==> config.mk <==
export PLATFORM = sky130hd
export DESIGN_NAME = ptsf_top
export DESIGN_NICKNAME = d
export VERILOG_FILES = /design/src/rtl/ptsf_pkg.sv /design/src/rtl/ptsf_edge.sv /design/src/rtl/ptsf_top.sv /design/src/rtl/ptsf_w1c_flag.sv
export SDC_FILE = /design/constraint.sdc
export NUM_CORES = 1
export LEC_CHECK = 0
export ABC_AREA = 1
export BUFFER_PORTS_ARGS = -buffer_cell sky130_fd_sc_hd__buf_2
export CAP_MARGIN = 20
export CORE_MARGIN = 2
export CORE_UTILIZATION = 41
export CTS_BUF_LIST = sky130_fd_sc_hd__clkbuf_16
export DETAILED_ROUTE_END_ITERATION = 8
export PLACE_DENSITY = 0.85
export SLEW_MARGIN = 20
export SYNTH_ARGS = -nofsm -noshare
export SYNTH_HDL_FRONTEND = slang
export SYNTH_SLANG_ARGS = --single-unit
==> constraint.sdc <==
create_clock -name clk_i -period 2.4 [get_ports clk_i]
set_clock_uncertainty 0.15 [all_clocks]
set_input_delay 0.48 -clock clk_i [delete_from_list [all_inputs] [get_ports clk_i]]
set_output_delay 0.48 -clock clk_i [all_outputs]
set_load 0.005 [all_outputs]
==> src/rtl/ptsf_pkg.sv <==
// ptsf_pkg: offsets, field positions, reset values and bus carriers of the
// target-side status flags block.
// assumes a 16-bit byte address and 32-bit data on the register port.
package ptsf_pkg;

    // register byte addresses
    localparam logic [15:0] STATUS_OFS = 16'hd094;
    localparam logic [15:0] MASK_OFS   = 16'hd098;

    // field positions in the status and mask words
    localparam int PSC_BIT  = 24;
    localparam int WES_BIT  = 23;
    localparam int WSC_BIT  = 22;
    localparam int M66_BIT  = 21;
    localparam int IOBE_BIT = 20;
    localparam int IIBE_BIT = 19;
    localparam int TOBE_BIT = 18;
    localparam int TIBE_BIT = 17;

    // values after reset
    localparam logic [2:0]  FLAGS_RST = 3'h0;
    localparam logic [3:0]  EMPTY_RST = 4'hf;
    localparam logic [3:0]  MASK_RST  = 4'h0;
    localparam logic [31:0] RDATA_RST = 32'h0;

    // register port request
    typedef struct packed {
        logic [15:0] addr;
        logic [31:0] wdata;
        logic        wr;
        logic        rd;
    } ptsf_bus_req_s;

    // fifo empty indicators, bit 3 initiator outbound down to bit 0 target inbound
    typedef struct packed {
        logic init_out;
        logic init_in;
        logic tgt_out;
        logic tgt_in;
    } ptsf_empty_s;

endpackage

==> src/rtl/ptsf_edge.sv <==
// ptsf_edge: one-cycle pulse on a chosen edge of a level.
// assumes the level is synchronous to clk_i.
`timescale 1ns/100ps
`default_nettype none
module ptsf_edge #(
    parameter bit RISE = 1'b1
) (
    // clock and reset
    input  wire logic clk_i,
    input  wire logic rst_i,
    // level in, pulse out
    input  wire logic level_i,
    output logic      pulse_o
);
    logic prev_q;
    logic prev_d;

    always_comb begin
        prev_d = level_i;
    end

    // previous level resets to the idle value so no edge is seen at release
    always_ff @(posedge clk_i or posedge rst_i) begin
        if (rst_i) begin
            prev_q <= ~RISE;
        end else begin
            prev_q <= prev_d;
        end
    end

    assign pulse_o = RISE ? (level_i & ~prev_q) : (~level_i & prev_q);
endmodule
`default_nettype wire

==> src/rtl/ptsf_top.sv <==
// ptsf_top: target-side status register with power-management event flags,
// 66 MHz enable status, fifo empty indicators, mask and interrupt.
// assumes config-space events and pin levels are synchronous to clk_i.
`timescale 1ns/100ps
`default_nettype none
module ptsf_top (
    // clock and reset
    input  wire logic                   clk_i,
    input  wire logic                   rst_i,
    // register port
    input  wire ptsf_pkg::ptsf_bus_req_s bus_i,
    output logic [31:0]                 rdata_o,
    // power-management config space view
    input  wire logic                   pstate_wr_i,
    input  wire logic                   wake_en_i,
    input  wire logic                   wake_status_i,
    // mode and pins
    input  wire logic                   host_mode_i,
    input  wire logic                   m66en_i,
    input  wire ptsf_pkg::ptsf_empty_s  empty_i,
    // interrupt
    output logic                        irq_o
);
    logic       wake_en_rise;
    logic       wake_st_fall;
    logic [2:0] set_ev;
    logic [2:0] clr_ev;
    logic [2:0] flags;
    logic       st_wr;
    logic       mk_wr;

    // satellite mode only: in host mode no event is recorded
    assign set_ev[2] = pstate_wr_i & ~host_mode_i;
    assign set_ev[1] = wake_en_rise & ~host_mode_i;
    assign set_ev[0] = wake_st_fall & ~host_mode_i;

    assign st_wr = bus_i.wr & (bus_i.addr == ptsf_pkg::STATUS_OFS);
    assign mk_wr = bus_i.wr & (bus_i.addr == ptsf_pkg::MASK_OFS);

    // write-one-to-clear strobes
    assign clr_ev[2] = st_wr & bus_i.wdata[ptsf_pkg::PSC_BIT];
    assign clr_ev[1] = st_wr & bus_i.wdata[ptsf_pkg::WES_BIT];
    assign clr_ev[0] = st_wr & bus_i.wdata[ptsf_pkg::WSC_BIT];

    ptsf_edge #(
        .RISE (1'b1)
    ) u_wake_en_edge (
        .clk_i   (clk_i),
        .rst_i   (rst_i),
        .level_i (wake_en_i),
        .pulse_o (wake_en_rise)
    );

    ptsf_edge #(
        .RISE (1'b0)
    ) u_wake_st_edge (
        .clk_i   (clk_i),
        .rst_i   (rst_i),
        .level_i (wake_status_i),
        .pulse_o (wake_st_fall)
    );

    for (genvar g = 0; g < 3; g++) begin : g_flag
        ptsf_w1c_flag u_flag (
            .clk_i  (clk_i),
            .rst_i  (rst_i),
            .set_i  (set_ev[g]),
            .clr_i  (clr_ev[g]),
            .flag_o (flags[g])
        );
    end

    // live pin samples
    logic       m66_q;
    logic       m66_d;
    logic [3:0] empty_q;
    logic [3:0] empty_d;

    always_comb begin
        m66_d   = m66en_i;
        empty_d = empty_i;
    end

    always_ff @(posedge clk_i or posedge rst_i) begin
        if (rst_i) begin
            m66_q   <= 1'b0;
            empty_q <= ptsf_pkg::EMPTY_RST;
        end else begin
            m66_q   <= m66_d;
            empty_q <= empty_d;
        end
    end

    // mask register, bits 24 to 21
    logic [3:0] mask_q;
    logic [3:0] mask_d;

    always_comb begin
        mask_d = mask_q;
        if (mk_wr) begin
            mask_d = bus_i.wdata[ptsf_pkg::PSC_BIT:ptsf_pkg::M66_BIT];
        end
    end

    always_ff @(posedge clk_i or posedge rst_i) begin
        if (rst_i) begin
            mask_q <= ptsf_pkg::MASK_RST;
        end else begin
            mask_q <= mask_d;
        end
    end

    // status word assembly; everything else is zero
    logic [31:0] status_word;

    always_comb begin
        status_word = 32'h0;
        status_word[ptsf_pkg::PSC_BIT]  = flags[2];
        status_word[ptsf_pkg::WES_BIT]  = flags[1];
        status_word[ptsf_pkg::WSC_BIT]  = flags[0];
        status_word[ptsf_pkg::M66_BIT]  = m66_q;
        status_word[ptsf_pkg::IOBE_BIT] = empty_q[3];
        status_word[ptsf_pkg::IIBE_BIT] = empty_q[2];
        status_word[ptsf_pkg::TOBE_BIT] = empty_q[1];
        status_word[ptsf_pkg::TIBE_BIT] = empty_q[0];
    end

    // read data stands one cycle after the strobe, zero otherwise
    logic [31:0] rdata_q;
    logic [31:0] rdata_d;

    always_comb begin
        rdata_d = 32'h0;
        if (bus_i.rd) begin
            case (bus_i.addr)
                ptsf_pkg::STATUS_OFS: begin
                    rdata_d = status_word;
                end
                ptsf_pkg::MASK_OFS: begin
                    rdata_d = 32'h0;
                    rdata_d[ptsf_pkg::PSC_BIT:ptsf_pkg::M66_BIT] = mask_q;
                end
                default: begin
                    rdata_d = 32'h0;
                end
            endcase
        end
    end

    always_ff @(posedge clk_i or posedge rst_i) begin
        if (rst_i) begin
            rdata_q <= ptsf_pkg::RDATA_RST;
        end else begin
            rdata_q <= rdata_d;
        end
    end

    assign rdata_o = rdata_q;

    // interrupt level; the 66 MHz source cannot be cleared, only masked,
    // and is never signalled in host mode
    logic irq_q;
    logic irq_d;

    always_comb begin
        irq_d = |(flags & mask_q[3:1])
              | (m66_q & mask_q[0] & ~host_mode_i);
    end

    always_ff @(posedge clk_i or posedge rst_i) begin
        if (rst_i) begin
            irq_q <= 1'b0;
        end else begin
            irq_q <= irq_d;
        end
    end

    assign irq_o = irq_q;
endmodule
`default_nettype wire

==> src/rtl/ptsf_w1c_flag.sv <==
// ptsf_w1c_flag: sticky flag set by hardware, cleared by software writing one.
// assumes set and clear are one-cycle pulses on clk_i.
`timescale 1ns/100ps
`default_nettype none
module ptsf_w1c_flag (
    // clock and reset
    input  wire logic clk_i,
    input  wire logic rst_i,
    // set and clear
    input  wire logic set_i,
    input  wire logic clr_i,
    output logic      flag_o
);
    logic flag_q;
    logic flag_d;

    always_comb begin
        flag_d = flag_q;
        if (clr_i) begin
            flag_d = 1'b0;
        end
        // an event in the clearing cycle is kept
        if (set_i) begin
            flag_d = 1'b1;
        end
    end

    always_ff @(posedge clk_i or posedge rst_i) begin
        if (rst_i) begin
            flag_q <= 1'b0;
        end else begin
            flag_q <= flag_d;
        end
    end

    assign flag_o = flag_q;
endmodule
`default_nettype wire

==> results of run 1 <==
## cell usage in the layout, fill, tap and decap left out, drive strengths merged
cell type  count
conb          24
nand3          5
dfstp          5
nand2         28
buf           41
dfrtp         18
inv           14
clkbuf         3
nor2          15
nand4          8
clkinv         1
o21ai          4
## report_power, final
part	internal, mW	switching, mW	total [mW]	leakage, nW
clock	0.224	0.127	0.351	0.0409
sequential	0.397	0.00186	0.399	0.284
combinational	0.0229	0.0347	0.0575	0.445
## routing by layer
metal	track usage	vias up
met4	0.0612	0
met1	0.130	364
met2	0.231	36
li1	-	419
met3	0.0415	5
met5	0	-
## registers in the layout, summed over array words and instances (netlist names)
register / cells
u_wake_en_edge.prev_q: 1
empty_q: 4
u_wake_st_edge.prev_q: 1
m66_q: 1
rdata_o: 8
g_flag.u_flag.flag_o: 3
irq_o: 1
mask_q: 4
## logic make-up (layout without fill, tap and decap cells)
family,after synthesis,after routing
other,1,24
buffers and inverters,38,59
AO/OA/AOI/OAI,4,4
AND/OR/NAND/NOR,56,56
flip-flops,23,23
## area by class of cell
class	count	area (µm²)
Fill cell	260	1330
Sequential cell	23	582
Multi-Input combinational cell	84	399
Timing Repair Buffer	41	205
Clock buffer	3	75.1
Inverter	14	52.6
Tap cell	31	38.8
Clock inverter	1	5.00
## per-stage QoR
stage                util  hold slack [ps]  area (µm²)
finish              0.505              174        1360
detailed placement  0.476              306        1280
global placement    0.476              302        1280
CTS                 0.505              170        1360
floorplan               -              293        1210
global route        0.505              170        1360
## worst max-delay path by stage
stage | start | to | slack, ps | cells after the start
2_1_floorplan | bus_i[45] | mask_q[0] | 1010 | 6
3_3_place_gp | bus_i[45] | rdata_o[23] | 840 | 8
3_5_place_dp | bus_i[43] | rdata_o[22] | 810 | 8
4_1_cts | irq_o | irq_o | 1030 | 1
5_1_grt | bus_i[46] | rdata_o[22] | 940 | 9
6_report | irq_o | irq_o | 1040 | 1
==> results_tabular.tex, run 1 <==
\begin{tabular}{lr}
\hline
Metric & Value \\
\hline
\multicolumn{2}{l}{\textbf{Cells and area}} \\
\quad Final cell count without fillers & 197 \\
\quad Net count reported at finish & 228 \\
\quad Area growth from synthesis to final layout & 20.4\% \\
\quad Diodes inserted & 0 \\
\quad Fraction of layout instances using a drive strength above 1 & 0.343 \\
\multicolumn{2}{l}{\textbf{Min path}} \\
\quad Hold Path Class & input pin to flip-flop \\
\quad Cell count of the worst hold path & 1 \\
\quad Worst min-delay path startpoint & empty\_i[1] \\
\quad Endpoint with the worst hold slack & empty\_q[1] \\
\multicolumn{2}{l}{\textbf{Synthesis}} \\
\quad Share of async-settable or async-resettable flops after synthesis & 1.00 \\
\quad Biggest area contributors in the synthesized netlist & dfrtp\_1 (40\%), buf\_4 (16\%), dfstp\_2 (12\%), nand2\_1 (9.3\%), nand4\_1 (4.4\%) \\
\quad Simple-Gate Fraction of Synth Area & 0.256 \\
\quad Yosys cell types & 14 \\
\quad Number of register bits inferred by synthesis & 23 \\
\quad Post-synthesis cell count & 122 \\
\quad Synthesized area per cell & 9.24 µm² \\
\quad EDFF count, synth & 0 \\
\quad Area of the mapped netlist & 1130 µm² \\
\quad Commonest register cell after synthesis & dfrtp\_1 \\
\quad Commonest cells post-synth & nand2\_1 (28), buf\_4 (24), dfrtp\_1 (18), inv\_1 (13), nor2\_1 (12) \\
\quad Total of warnings raised by yosys & 0 \\
\quad Fraction of synthesized area in multiplexers & 0 \\
\quad Combinational family with the most area after synthesis & simple AND/OR/NAND/NOR gates \\
\quad Adder-cell share of the synthesized area & 0 \\
\quad Area fraction in compound gates after synthesis & 0.0178 \\
\quad Fraction of the yosys area taken by sequential cells & 0.516 \\
\quad Most frequently used cell type in the post-synthesis netlist & nand2\_1 \\
\quad Xor-xnor portion of the synthesized cell area & 0 \\
\quad Fraction of post-synthesis cell area in the top cell type by area & 0.400 \\
\quad Synth area leader & dfrtp\_1 \\
\multicolumn{2}{l}{\textbf{Timing}} \\
\quad Setup TNS & 0 ps \\
\quad Transition at the pin with the smallest max-transition slack & 830 ps \\
\quad Final setup slack of the worst path & 1040 ps \\
\quad Final worst path period share & 0.566 \\
\quad Slew Limit Fails & 0 \\
\quad Final setup violation count & 0 \\
\quad Slew headroom & 0.446 \\
\quad Hold Fails Final Rpt & 0 \\
\quad Achievable frequency & 0.736 GHz \\
\quad Final critical delay including setup and external delays & 1360 ps \\
\quad Unrepaired setup endpoints after global routing & no \\
\multicolumn{2}{l}{\textbf{Worst setup path}} \\
\quad Biggest cell delay along the critical path & 360 ps \\
\quad Slowest cell on the critical path & dfrtp\_1 \\
\quad Category of the worst setup path capture point & primary output \\
\quad Slack of the worst reg-to-reg path & 1540 ps \\
\quad Reg-to-reg critical path endpoint & irq\_o \\
\quad Arrival time at the worst endpoint & 730 ps \\
\quad Largest driver fanout on the critical path & 1 \\
\quad Launching element type of the critical path & flip-flop \\
\quad Ordered list of cells on the worst path & buf\_2 \\
\quad Cell type group with the largest total delay on the critical path & flip-flops \\
\quad Class of the most critical setup path & flip-flop to primary output \\
\quad Reg2Reg Depth & 2 \\
\quad Worst endpoint required time & 1770 ps \\
\quad Buffers \& Inverters on Critical Path & 1 \\
\quad Worst flop-to-flop path startpoint & mask\_q[0] \\
\multicolumn{2}{l}{\textbf{Detailed routing}} \\
\quad Total length of routed met2 wires & 1000 µm \\
\quad Via-to-Cell Ratio & 4.18 \\
\quad Metal3 WL & 139 µm \\
\quad Highest metal layer with signal wires & met4 \\
\quad Routed wire length & 1850 µm \\
\quad M1 WL & 677 µm \\
\quad Count of nets left with antenna violations after detail routing & 0 \\
\quad DRC violations left & 0 \\
\quad Routed length per placed instance & 9.41 µm \\
\quad DRT Pass-1 Iters & 5 \\
\quad Detailed-route via count & 824 \\
\quad First-iteration detailed-routing DRC count & 13 \\
\multicolumn{2}{l}{\textbf{Placement}} \\
\quad Placer congestion estimate & 0.848 \\
\quad Placed wire-length estimate after detailed placement & 1470 µm \\
\quad Count of buffers inserted at the top-level ports & 41 \\
\quad Pre-CTS setup slack & 810 ps \\
\quad Total placed cells including tap cells & 193 \\
\multicolumn{2}{l}{\textbf{Global route}} \\
\quad Largest net degree at the start of global routing & 24 \\
\quad Number of antenna violations at the first check in global routing & 0 \\
\quad Congestion Overflow GR & 0 \\
\quad GR Util All Layers & 0.127 \\
\quad Number of global-route vias before repair & 759 \\
\quad Global-route wire length before repair & 3060 µm \\
\multicolumn{2}{l}{\textbf{Job}} \\
\quad Maximum capacitance violations & 0 \\
\multicolumn{2}{l}{\textbf{Floorplan}} \\
\quad Core Area & 2690 µm² \\
\quad Die Outline Area & 3180 µm² \\
\quad Number of placement rows & 19 \\
\quad Die X-Extent & 56.4 µm \\
\quad \# IOs & 94 \\
\quad Initial cell density of the core & 0.420 \\
\quad Chip Height & 56.4 µm \\
\multicolumn{2}{l}{\textbf{Clock network}} \\
\quad CTS Root Cell & clkbuf\_16 \\
\quad Clock tree from TritonCTS & built \\
\quad H-tree depth & 1 \\
\quad Post-cts gate resize count & 0 \\
\quad Clk pin slew, worst setup/hold paths & 50 ps \\
\quad CTS buffer count & 3 \\
\quad Hold-fix buffers at CTS & 0 \\
\quad Maximum buffer depth of the clock tree & 2 \\
\quad Clock sink count & 23 \\
\quad Clock latency of the later-clocked register in the worst-skew pair & 250 ps \\
\quad Post-CTS repair timing setup buffer count & 0 \\
\multicolumn{2}{l}{\textbf{Power}} \\
\quad Largest vdd supply drop & 0.384 mV \\
\quad Static leakage & 0.770 nW \\
\quad Total power after layout & 0.808 mW \\
\quad Cell Pwr Density & 595 nW/µm² \\
\multicolumn{2}{l}{\textbf{Outcome}} \\
\quad Result of the run & completed \\
\hline
\end{tabular}
No activity file was read; power rests on OpenSTA's default activity.
==> run 2, diff against run 1 <==
--- a/config.mk
+++ b/config.mk
@@ -5,14 +5,14 @@
 export SDC_FILE = /design/constraint.sdc
 export NUM_CORES = 1
 export LEC_CHECK = 0
-export ABC_AREA = 1
+export ABC_AREA = 0
 export BUFFER_PORTS_ARGS = -buffer_cell sky130_fd_sc_hd__buf_2
 export CAP_MARGIN = 20
 export CORE_MARGIN = 2
-export CORE_UTILIZATION = 41
+export CORE_UTILIZATION = 34
 export CTS_BUF_LIST = sky130_fd_sc_hd__clkbuf_16
 export DETAILED_ROUTE_END_ITERATION = 8
-export PLACE_DENSITY = 0.85
+export PLACE_DENSITY = 0.76
 export SLEW_MARGIN = 20
 export SYNTH_ARGS = -nofsm -noshare
 export SYNTH_HDL_FRONTEND = slang
==> constraint.sdc (replaced) <==
create_clock -name clk_i -period 1.14 [get_ports clk_i]
set_clock_uncertainty 0.15 [all_clocks]
set_input_delay 0.228 -clock clk_i [delete_from_list [all_inputs] [get_ports clk_i]]
set_output_delay 0.228 -clock clk_i [all_outputs]
set_load 0.005 [all_outputs]
==> run 2 against run 1 <==
Net effect: the run now ends with negative setup slack left; core utilization increased by 0.61 points; via count decreased by 3.6%; non-clock buffer count increased by 17; sequential power increased by 110%; register-to-register slack got worse by 1500 ps; critical path depth increased by 4; sequential cell count unchanged.
==> results_tabular.tex, run 2 <==
\begin{tabular}{lr}
\hline
Metric & Value \\
\hline
\multicolumn{2}{l}{\textbf{Clock network}} \\
\quad Clk pin slew, worst setup/hold paths & 50 ps \\
\quad H-tree depth & 1 \\
\quad Clock sink count & 23 \\
\quad CTS Root Cell & clkbuf\_16 \\
\quad Clock latency of the later-clocked register in the worst-skew pair & 250 ps \\
\quad Clock tree from TritonCTS & built \\
\quad CTS buffer count & 3 \\
\quad Maximum buffer depth of the clock tree & 2 \\
\multicolumn{2}{l}{\textbf{Timing}} \\
\quad Unrepaired setup endpoints after global routing & yes \\
\quad Hold Fails Final Rpt & 0 \\
\quad Final setup violation count & 15 \\
\quad Final worst path period share & 1.43 \\
\quad Final critical delay including setup and external delays & 1630 ps \\
\quad Achievable frequency & 0.615 GHz \\
\quad Final setup slack of the worst path & -485 ps \\
\quad Slew Limit Fails & 0 \\
\multicolumn{2}{l}{\textbf{Global route}} \\
\quad GR Util All Layers & 0.127 \\
\quad Congestion Overflow GR & 0 \\
\quad Number of antenna violations at the first check in global routing & 0 \\
\quad Global-route wire length before repair & 3330 µm \\
\quad Number of global-route vias before repair & 713 \\
\quad Largest net degree at the start of global routing & 24 \\
\multicolumn{2}{l}{\textbf{Synthesis}} \\
\quad Post-synthesis cell count & 83 \\
\quad Adder-cell share of the synthesized area & 0 \\
\quad Xor-xnor portion of the synthesized cell area & 0 \\
\quad Commonest cells post-synth & buf\_4 (24), dfrtp\_1 (18), dfstp\_2 (5) \\
\quad Fraction of synthesized area in multiplexers & 0.0551 \\
\quad Share of async-settable or async-resettable flops after synthesis & 1.00 \\
\quad Synthesized area per cell & 13.1 µm² \\
\quad Area fraction in compound gates after synthesis & 0.0746 \\
\quad Total of warnings raised by yosys & 0 \\
\quad Commonest register cell after synthesis & dfrtp\_1 \\
\quad Synth area leader & dfrtp\_1 \\
\quad Fraction of post-synthesis cell area in the top cell type by area & 0.413 \\
\quad Yosys cell types & 22 \\
\quad Area of the mapped netlist & 1090 µm² \\
\quad Simple-Gate Fraction of Synth Area & 0.161 \\
\quad Combinational family with the most area after synthesis & buffers and inverters \\
\quad Number of register bits inferred by synthesis & 23 \\
\quad Fraction of the yosys area taken by sequential cells & 0.534 \\
\quad Biggest area contributors in the synthesized netlist & dfrtp\_1 (41\%), buf\_4 (17\%), dfstp\_2 (12\%), mux2\_4 (5.5\%), nor4\_4 (3.9\%) \\
\quad Most frequently used cell type in the post-synthesis netlist & buf\_4 \\
\quad EDFF count, synth & 0 \\
\multicolumn{2}{l}{\textbf{Power}} \\
\quad Static leakage & 0.837 nW \\
\quad Largest vdd supply drop & 0.511 mV \\
\quad Switching part of the total power & 0.197 \\
\quad Cell Pwr Density & 1100 nW/µm² \\
\quad Clock group share of total power & 0.422 \\
\quad Combinational fraction of design power & 0.090 \\
\quad Switching power of the nets & 0.339 mW \\
\quad Total power after layout & 1.73 mW \\
\quad Share of total power in sequential cells & 0.488 \\
\quad Cell internal pwr & 1.39 mW \\
\multicolumn{2}{l}{\textbf{Floorplan}} \\
\quad Initial cell density of the core & 0.357 \\
\quad Die Outline Area & 3670 µm² \\
\quad Number of placement rows & 20 \\
\quad Die X-Extent & 60.6 µm \\
\quad Chip Height & 60.6 µm \\
\quad \# IOs & 94 \\
\quad Core Area & 3050 µm² \\
\multicolumn{2}{l}{\textbf{Detailed routing}} \\
\quad Count of nets left with antenna violations after detail routing & 0 \\
\quad First-iteration detailed-routing DRC count & 32 \\
\quad Via-to-Cell Ratio & 4.22 \\
\quad Detailed-route via count & 794 \\
\quad DRC violations left & 0 \\
\quad DRT Pass-1 Iters & 4 \\
\quad Routed wire length & 2250 µm \\
\quad Routed length per placed instance & 12.0 µm \\
\multicolumn{2}{l}{\textbf{Placement}} \\
\quad Placed wire-length estimate after detailed placement & 1690 µm \\
\quad Pre-CTS setup slack & -784 ps \\
\quad Count of buffers inserted at the top-level ports & 41 \\
\quad Placer congestion estimate & 0.755 \\
\quad Post-Place Cell Area & 1310 µm² \\
\multicolumn{2}{l}{\textbf{Outcome}} \\
\quad Result of the run & finished, violations left \\
\quad Violated checks & negative setup slack \\
\multicolumn{2}{l}{\textbf{Worst setup path}} \\
\quad Launching element type of the critical path & input pin \\
\quad Class of the most critical setup path & input pin to flip-flop \\
\quad Worst endpoint required time & 1130 ps \\
\quad Category of the worst setup path capture point & flip-flop \\
\quad Largest driver fanout on the critical path & 4 \\
\quad Arrival time at the worst endpoint & 1610 ps \\
\multicolumn{2}{l}{\textbf{Cells and area}} \\
\quad Diodes inserted & 0 \\
\quad Area growth from synthesis to final layout & 43.3\% \\
\quad Fraction of layout instances using a drive strength above 1 & 0.549 \\
\quad Flip-flop count of the largest register, all copies and words added & 8 \\
\quad Top library cells by usage in the layout, fill and taps aside & buf\_2 (36), conb\_1 (24), dfrtp\_1 (18) \\
\quad Most common cell after layout, fill and taps aside & buf\_2 \\
\quad Post-Layout Inst Area & 1560 µm² \\
\quad Fin util & 0.511 \\
\quad Net count reported at finish & 206 \\
\multicolumn{2}{l}{\textbf{Min path}} \\
\quad Hold Path Class & input pin to flip-flop \\
\multicolumn{2}{l}{\textbf{Job}} \\
\quad Maximum capacitance violations & 0 \\
\hline
\end{tabular}
==> run 2: cell types whose count changed after synthesis, sizes merged, moves of 3 or more <==
cell and change:
mux2 +4, inv -12, nand2 -26, nor2 -13, nand4 -8, o21ai -3
a22o +7, and3 +4
==> run 2: what timing repair did <==
action	4_1_cts	5_1_grt
gates cloned	0	0
setup endpoints to repair	16	16
gates resized for setup	11	3
setup buffers	1	2
pin swaps	11	4
hold endpoints to repair	25	0
hold buffers	8	0
==> run 2: power by group through the flow <==
stage	registers, mW	clock network [mW]	logic [mW]
2_1_floorplan	0.853	0	0.106
3_3_place_gp	0.854	0	0.119
3_5_place_dp	0.854	0	0.123
4_1_cts	0.842	0.736	0.151
5_1_grt	0.842	0.770	0.175
6_report	0.842	0.727	0.156
==> run 2: critical path: stages <==
cell and delay, ps:
buf_6 90, or4b_4 530, nor4_4 290, nand2_2 150, mux2_4 320
==> run 2: through the flow <==
step	setup TNS [ps]	hold slack, ps	instances
global placement	-10650	113	173
finish	-6880	58.2	188
detailed placement	-10960	122	173
CTS	-6840	57.7	186
global route	-7740	66.0	188
floorplan	-7890	76.2	106
==> run 2: per-layer routing <==
layer  share of wire  GRT usage  up-vias  routed length (µm)
met5               0          0        -                   0
met4           0.024     0.0745        0                  55
met3           0.094     0.0235        6                 212
met2            0.51      0.218       53                1140
met1            0.37      0.146      371                 841
li1                -          -      364                   -
==> run 2: cell type report <==
cell class,count,area [µm²]
Inverter,2,7.51
Fill cell,273,1490
Sequential cell,23,582
Timing Repair Buffer,58,384
Tap cell,44,55.1
Multi-Input combinational cell,57,454
Clock inverter,1,3.75
Clock buffer,3,75.1
==> run 2: final timing paths <==
path                                               from                     to  slack, ps  depth (start not counted)
worst max-delay path                          bus_i[36]              mask_q[1]       -490                          5
worst min-delay path                        host_mode_i                  irq_o         60                          2
worst max register to register  g_flag[1].u_flag.flag_o                  irq_o         20                          2
worst min register to register                    m66_q            rdata_o[21]        390                          1
max in group asynchronous                         rst_i  u_wake_st_edge.prev_q        170                          4
min in group asynchronous                         rst_i            rdata_o[23]        400                          4
==> run 2: cells by family after synthesis <==
| kind of cell | count (synthesis) |
|---|---|
| and+or+nand+nor | 20 |
| AOI/OAI and AO/OA | 9 |
| DFF | 23 |
| buffers and inverters | 26 |
| muxes | 4 |
| other | 1 |
==> run 3, diff against run 2 <==
--- a/config.mk
+++ b/config.mk
@@ -12,6 +12,7 @@
 export CORE_UTILIZATION = 34
 export CTS_BUF_LIST = sky130_fd_sc_hd__clkbuf_16
 export DETAILED_ROUTE_END_ITERATION = 8
+export GPL_TIMING_DRIVEN = 0
 export PLACE_DENSITY = 0.76
 export SLEW_MARGIN = 20
 export SYNTH_ARGS = -nofsm -noshare
==> run 3 against run 2 <==
Net effect: the run ends with negative hold slack, negative setup slack left; register-to-register slack about the same; final area up 10%; sequential cell count unchanged; clock-buffer cell count unchanged; core utilization up 5.2 points; worst setup slack worse by 48 ps.
==> results_tabular.tex, run 3 (synthesis results as in run 2) <==
\begin{tabular}{lr}
\hline
Metric & Value \\
\hline
\multicolumn{2}{l}{\textbf{Outcome}} \\
\quad Result of the run & finished, violations left \\
\quad Violated checks & negative hold slack, negative setup slack \\
\multicolumn{2}{l}{\textbf{Power}} \\
\quad Static leakage & 0.947 nW \\
\quad Clock group share of total power & 0.410 \\
\quad Largest vdd supply drop & 0.458 mV \\
\quad Cell internal pwr & 1.43 mW \\
\quad Switching part of the total power & 0.195 \\
\quad Switching power of the nets & 0.347 mW \\
\quad Cell Pwr Density & 1030 nW/µm² \\
\quad Share of total power in sequential cells & 0.474 \\
\quad Combinational fraction of design power & 0.116 \\
\multicolumn{2}{l}{\textbf{Placement}} \\
\quad Placer congestion estimate & 0.831 \\
\quad Count of buffers inserted at the top-level ports & 41 \\
\quad Placed wire-length estimate after detailed placement & 1630 µm \\
\quad Post-Place Cell Area & 1440 µm² \\
\quad Pre-CTS setup slack & -850 ps \\
\multicolumn{2}{l}{\textbf{Cells and area}} \\
\quad Flip-flop count of the largest register, all copies and words added & 8 \\
\quad Net count reported at finish & 225 \\
\quad Total of fill cells in the finished design & 267 \\
\quad Fin util & 0.563 \\
\quad Diodes inserted & 0 \\
\quad Fraction of layout instances using a drive strength above 1 & 0.620 \\
\quad Area growth from synthesis to final layout & 57.7\% \\
\quad Most common cell after layout, fill and taps aside & buf\_2 \\
\quad Post-Layout Inst Area & 1720 µm² \\
\quad Top library cells by usage in the layout, fill and taps aside & buf\_2 (37), buf\_4 (27), conb\_1 (24) \\
\multicolumn{2}{l}{\textbf{Min path}} \\
\quad Hold Path Class & input pin to asynchronous set/reset pin \\
\multicolumn{2}{l}{\textbf{Floorplan}} \\
\quad Chip Height & 60.6 µm \\
\quad Initial cell density of the core & 0.357 \\
\quad Die Outline Area & 3670 µm² \\
\quad Core Area & 3050 µm² \\
\quad Die X-Extent & 60.6 µm \\
\quad Number of placement rows & 20 \\
\quad \# IOs & 94 \\
\multicolumn{2}{l}{\textbf{Worst setup path}} \\
\quad Class of the most critical setup path & input pin to flip-flop \\
\quad Reg-to-reg critical path endpoint & irq\_o \\
\quad Reg2Reg Depth & 2 \\
\quad Launching element type of the critical path & input pin \\
\quad Worst setup path startpoint & bus\_i[36] \\
\quad Arrival time at the worst endpoint & 1660 ps \\
\quad Worst endpoint required time & 1130 ps \\
\quad Worst flop-to-flop path startpoint & mask\_q[2] \\
\quad Crit path to & mask\_q[3] \\
\quad Largest driver fanout on the critical path & 4 \\
\quad Category of the worst setup path capture point & flip-flop \\
\quad Slack of the worst reg-to-reg path & 20 ps \\
\multicolumn{2}{l}{\textbf{Timing}} \\
\quad Hold Fails Final Rpt & 18 \\
\quad Final hold slack & -18.5 ps \\
\quad Achievable frequency & 0.598 GHz \\
\quad Transition at the pin with the smallest max-transition slack & 821 ps \\
\quad Final worst path period share & 1.47 \\
\quad Slew headroom & 0.452 \\
\quad Final setup violation count & 15 \\
\quad Slew Limit Fails & 0 \\
\quad Final critical delay including setup and external delays & 1670 ps \\
\quad Final setup slack of the worst path & -533 ps \\
\quad Unrepaired setup endpoints after global routing & yes \\
\multicolumn{2}{l}{\textbf{Clock network}} \\
\quad CTS buffer count & 3 \\
\quad CTS Root Cell & clkbuf\_16 \\
\quad Clock tree from TritonCTS & built \\
\quad Clk pin slew, worst setup/hold paths & 60 ps \\
\quad H-tree depth & 1 \\
\quad Maximum buffer depth of the clock tree & 2 \\
\quad Clock sink count & 23 \\
\quad Clock latency of the later-clocked register in the worst-skew pair & 250 ps \\
\multicolumn{2}{l}{\textbf{Detailed routing}} \\
\quad Routed wire length & 2150 µm \\
\quad First-iteration detailed-routing DRC count & 37 \\
\quad DRC violations left & 0 \\
\quad DRT Pass-1 Iters & 4 \\
\quad Detailed-route via count & 821 \\
\quad Via-to-Cell Ratio & 3.97 \\
\quad Count of nets left with antenna violations after detail routing & 0 \\
\quad Routed length per placed instance & 10.4 µm \\
\multicolumn{2}{l}{\textbf{Global route}} \\
\quad Global-route wire length before repair & 3020 µm \\
\quad Largest net degree at the start of global routing & 24 \\
\quad Number of global-route vias before repair & 701 \\
\quad Congestion Overflow GR & 0 \\
\quad Number of antenna violations at the first check in global routing & 0 \\
\quad GR Util All Layers & 0.113 \\
\multicolumn{2}{l}{\textbf{Job}} \\
\quad Maximum capacitance violations & 0 \\
\hline
\end{tabular}
## run 3: changes by cell type in the layout (fill, tap and decap cells not counted), sizes merged
cell and delta:
buf +20, dlygate4sd3 -1
## run 3: worst min path at each step
stage	startpoint	to	slack, ps	cells after the start
6_report	rst_i	g_flag[1].u_flag.flag_o	-20	2
3_3_place_gp	empty_i[3]	empty_q[3]	180	1
3_5_place_dp	empty_i[3]	empty_q[3]	180	1
4_1_cts	rst_i	irq_o	10	2
5_1_grt	rst_i	rdata_o[20]	50	2
2_1_floorplan	rst_i	g_flag[0].u_flag.flag_o	80	1
## run 3: worst max-delay path, stage by stage
cell and delay (ps):
buf_6 90, or4b_4 540, nor4_4 320, nand2_2 160, mux2_4 320
## run 3: what timing repair did
action | 4_1_cts | 5_1_grt
resized for setup | 10 | 8
pin swaps | 11 | 5
buffers inserted | 2 | 3
hold buffers | 7 | 0
hold endpoints to repair | 7 | 0
setup endpoints to repair | 15 | 17
## run 3: area by class of cell
cell class | instances | area (µm²) | share of cell area
buffer | 24 | 180 | 0.105
clock buffer | 3 | 75.1 | 0.0437
multi-input combinational | 57 | 470 | 0.274
clock inverter | 1 | 3.75 | 0.00218
tap | 44 | 55.1 | 0.0320
sequential | 23 | 582 | 0.338
timing repair buffer | 53 | 345 | 0.201
inverter | 2 | 7.51 | 0.00437
## run 3: stage by stage
| step | TNS [ps] | total power, mW | std cells |
|---|---|---|---|
| after floorplan | -7890 | 0.959 | 106 |
| after global placement | -11480 | 1.02 | 191 |
| after detailed placement | -11820 | 1.03 | 191 |
| after CTS | -6950 | 1.78 | 204 |
| after global routing | -7210 | 1.84 | 207 |
| final | -6450 | 1.77 | 207 |
## run 3: layer usage
| metal | vias up | part of all wire | track usage |
|---|---|---|---|
| li1 | 405 | - | - |
| met1 | 368 | 0.37 | 0.130 |
| met2 | 44 | 0.52 | 0.197 |
| met3 | 4 | 0.096 | 0.0256 |
| met4 | 0 | 0.016 | 0.0559 |
| met5 | - | 0 | 0 |
## run 3: power groups by stage
stage,Sequential [mW],Combinational (mW),Clock (mW)
final,0.841,0.206,0.728
after detailed placement,0.854,0.173,0
after global placement,0.854,0.171,0
after floorplan,0.853,0.106,0
after CTS,0.841,0.199,0.736
after global routing,0.842,0.224,0.777
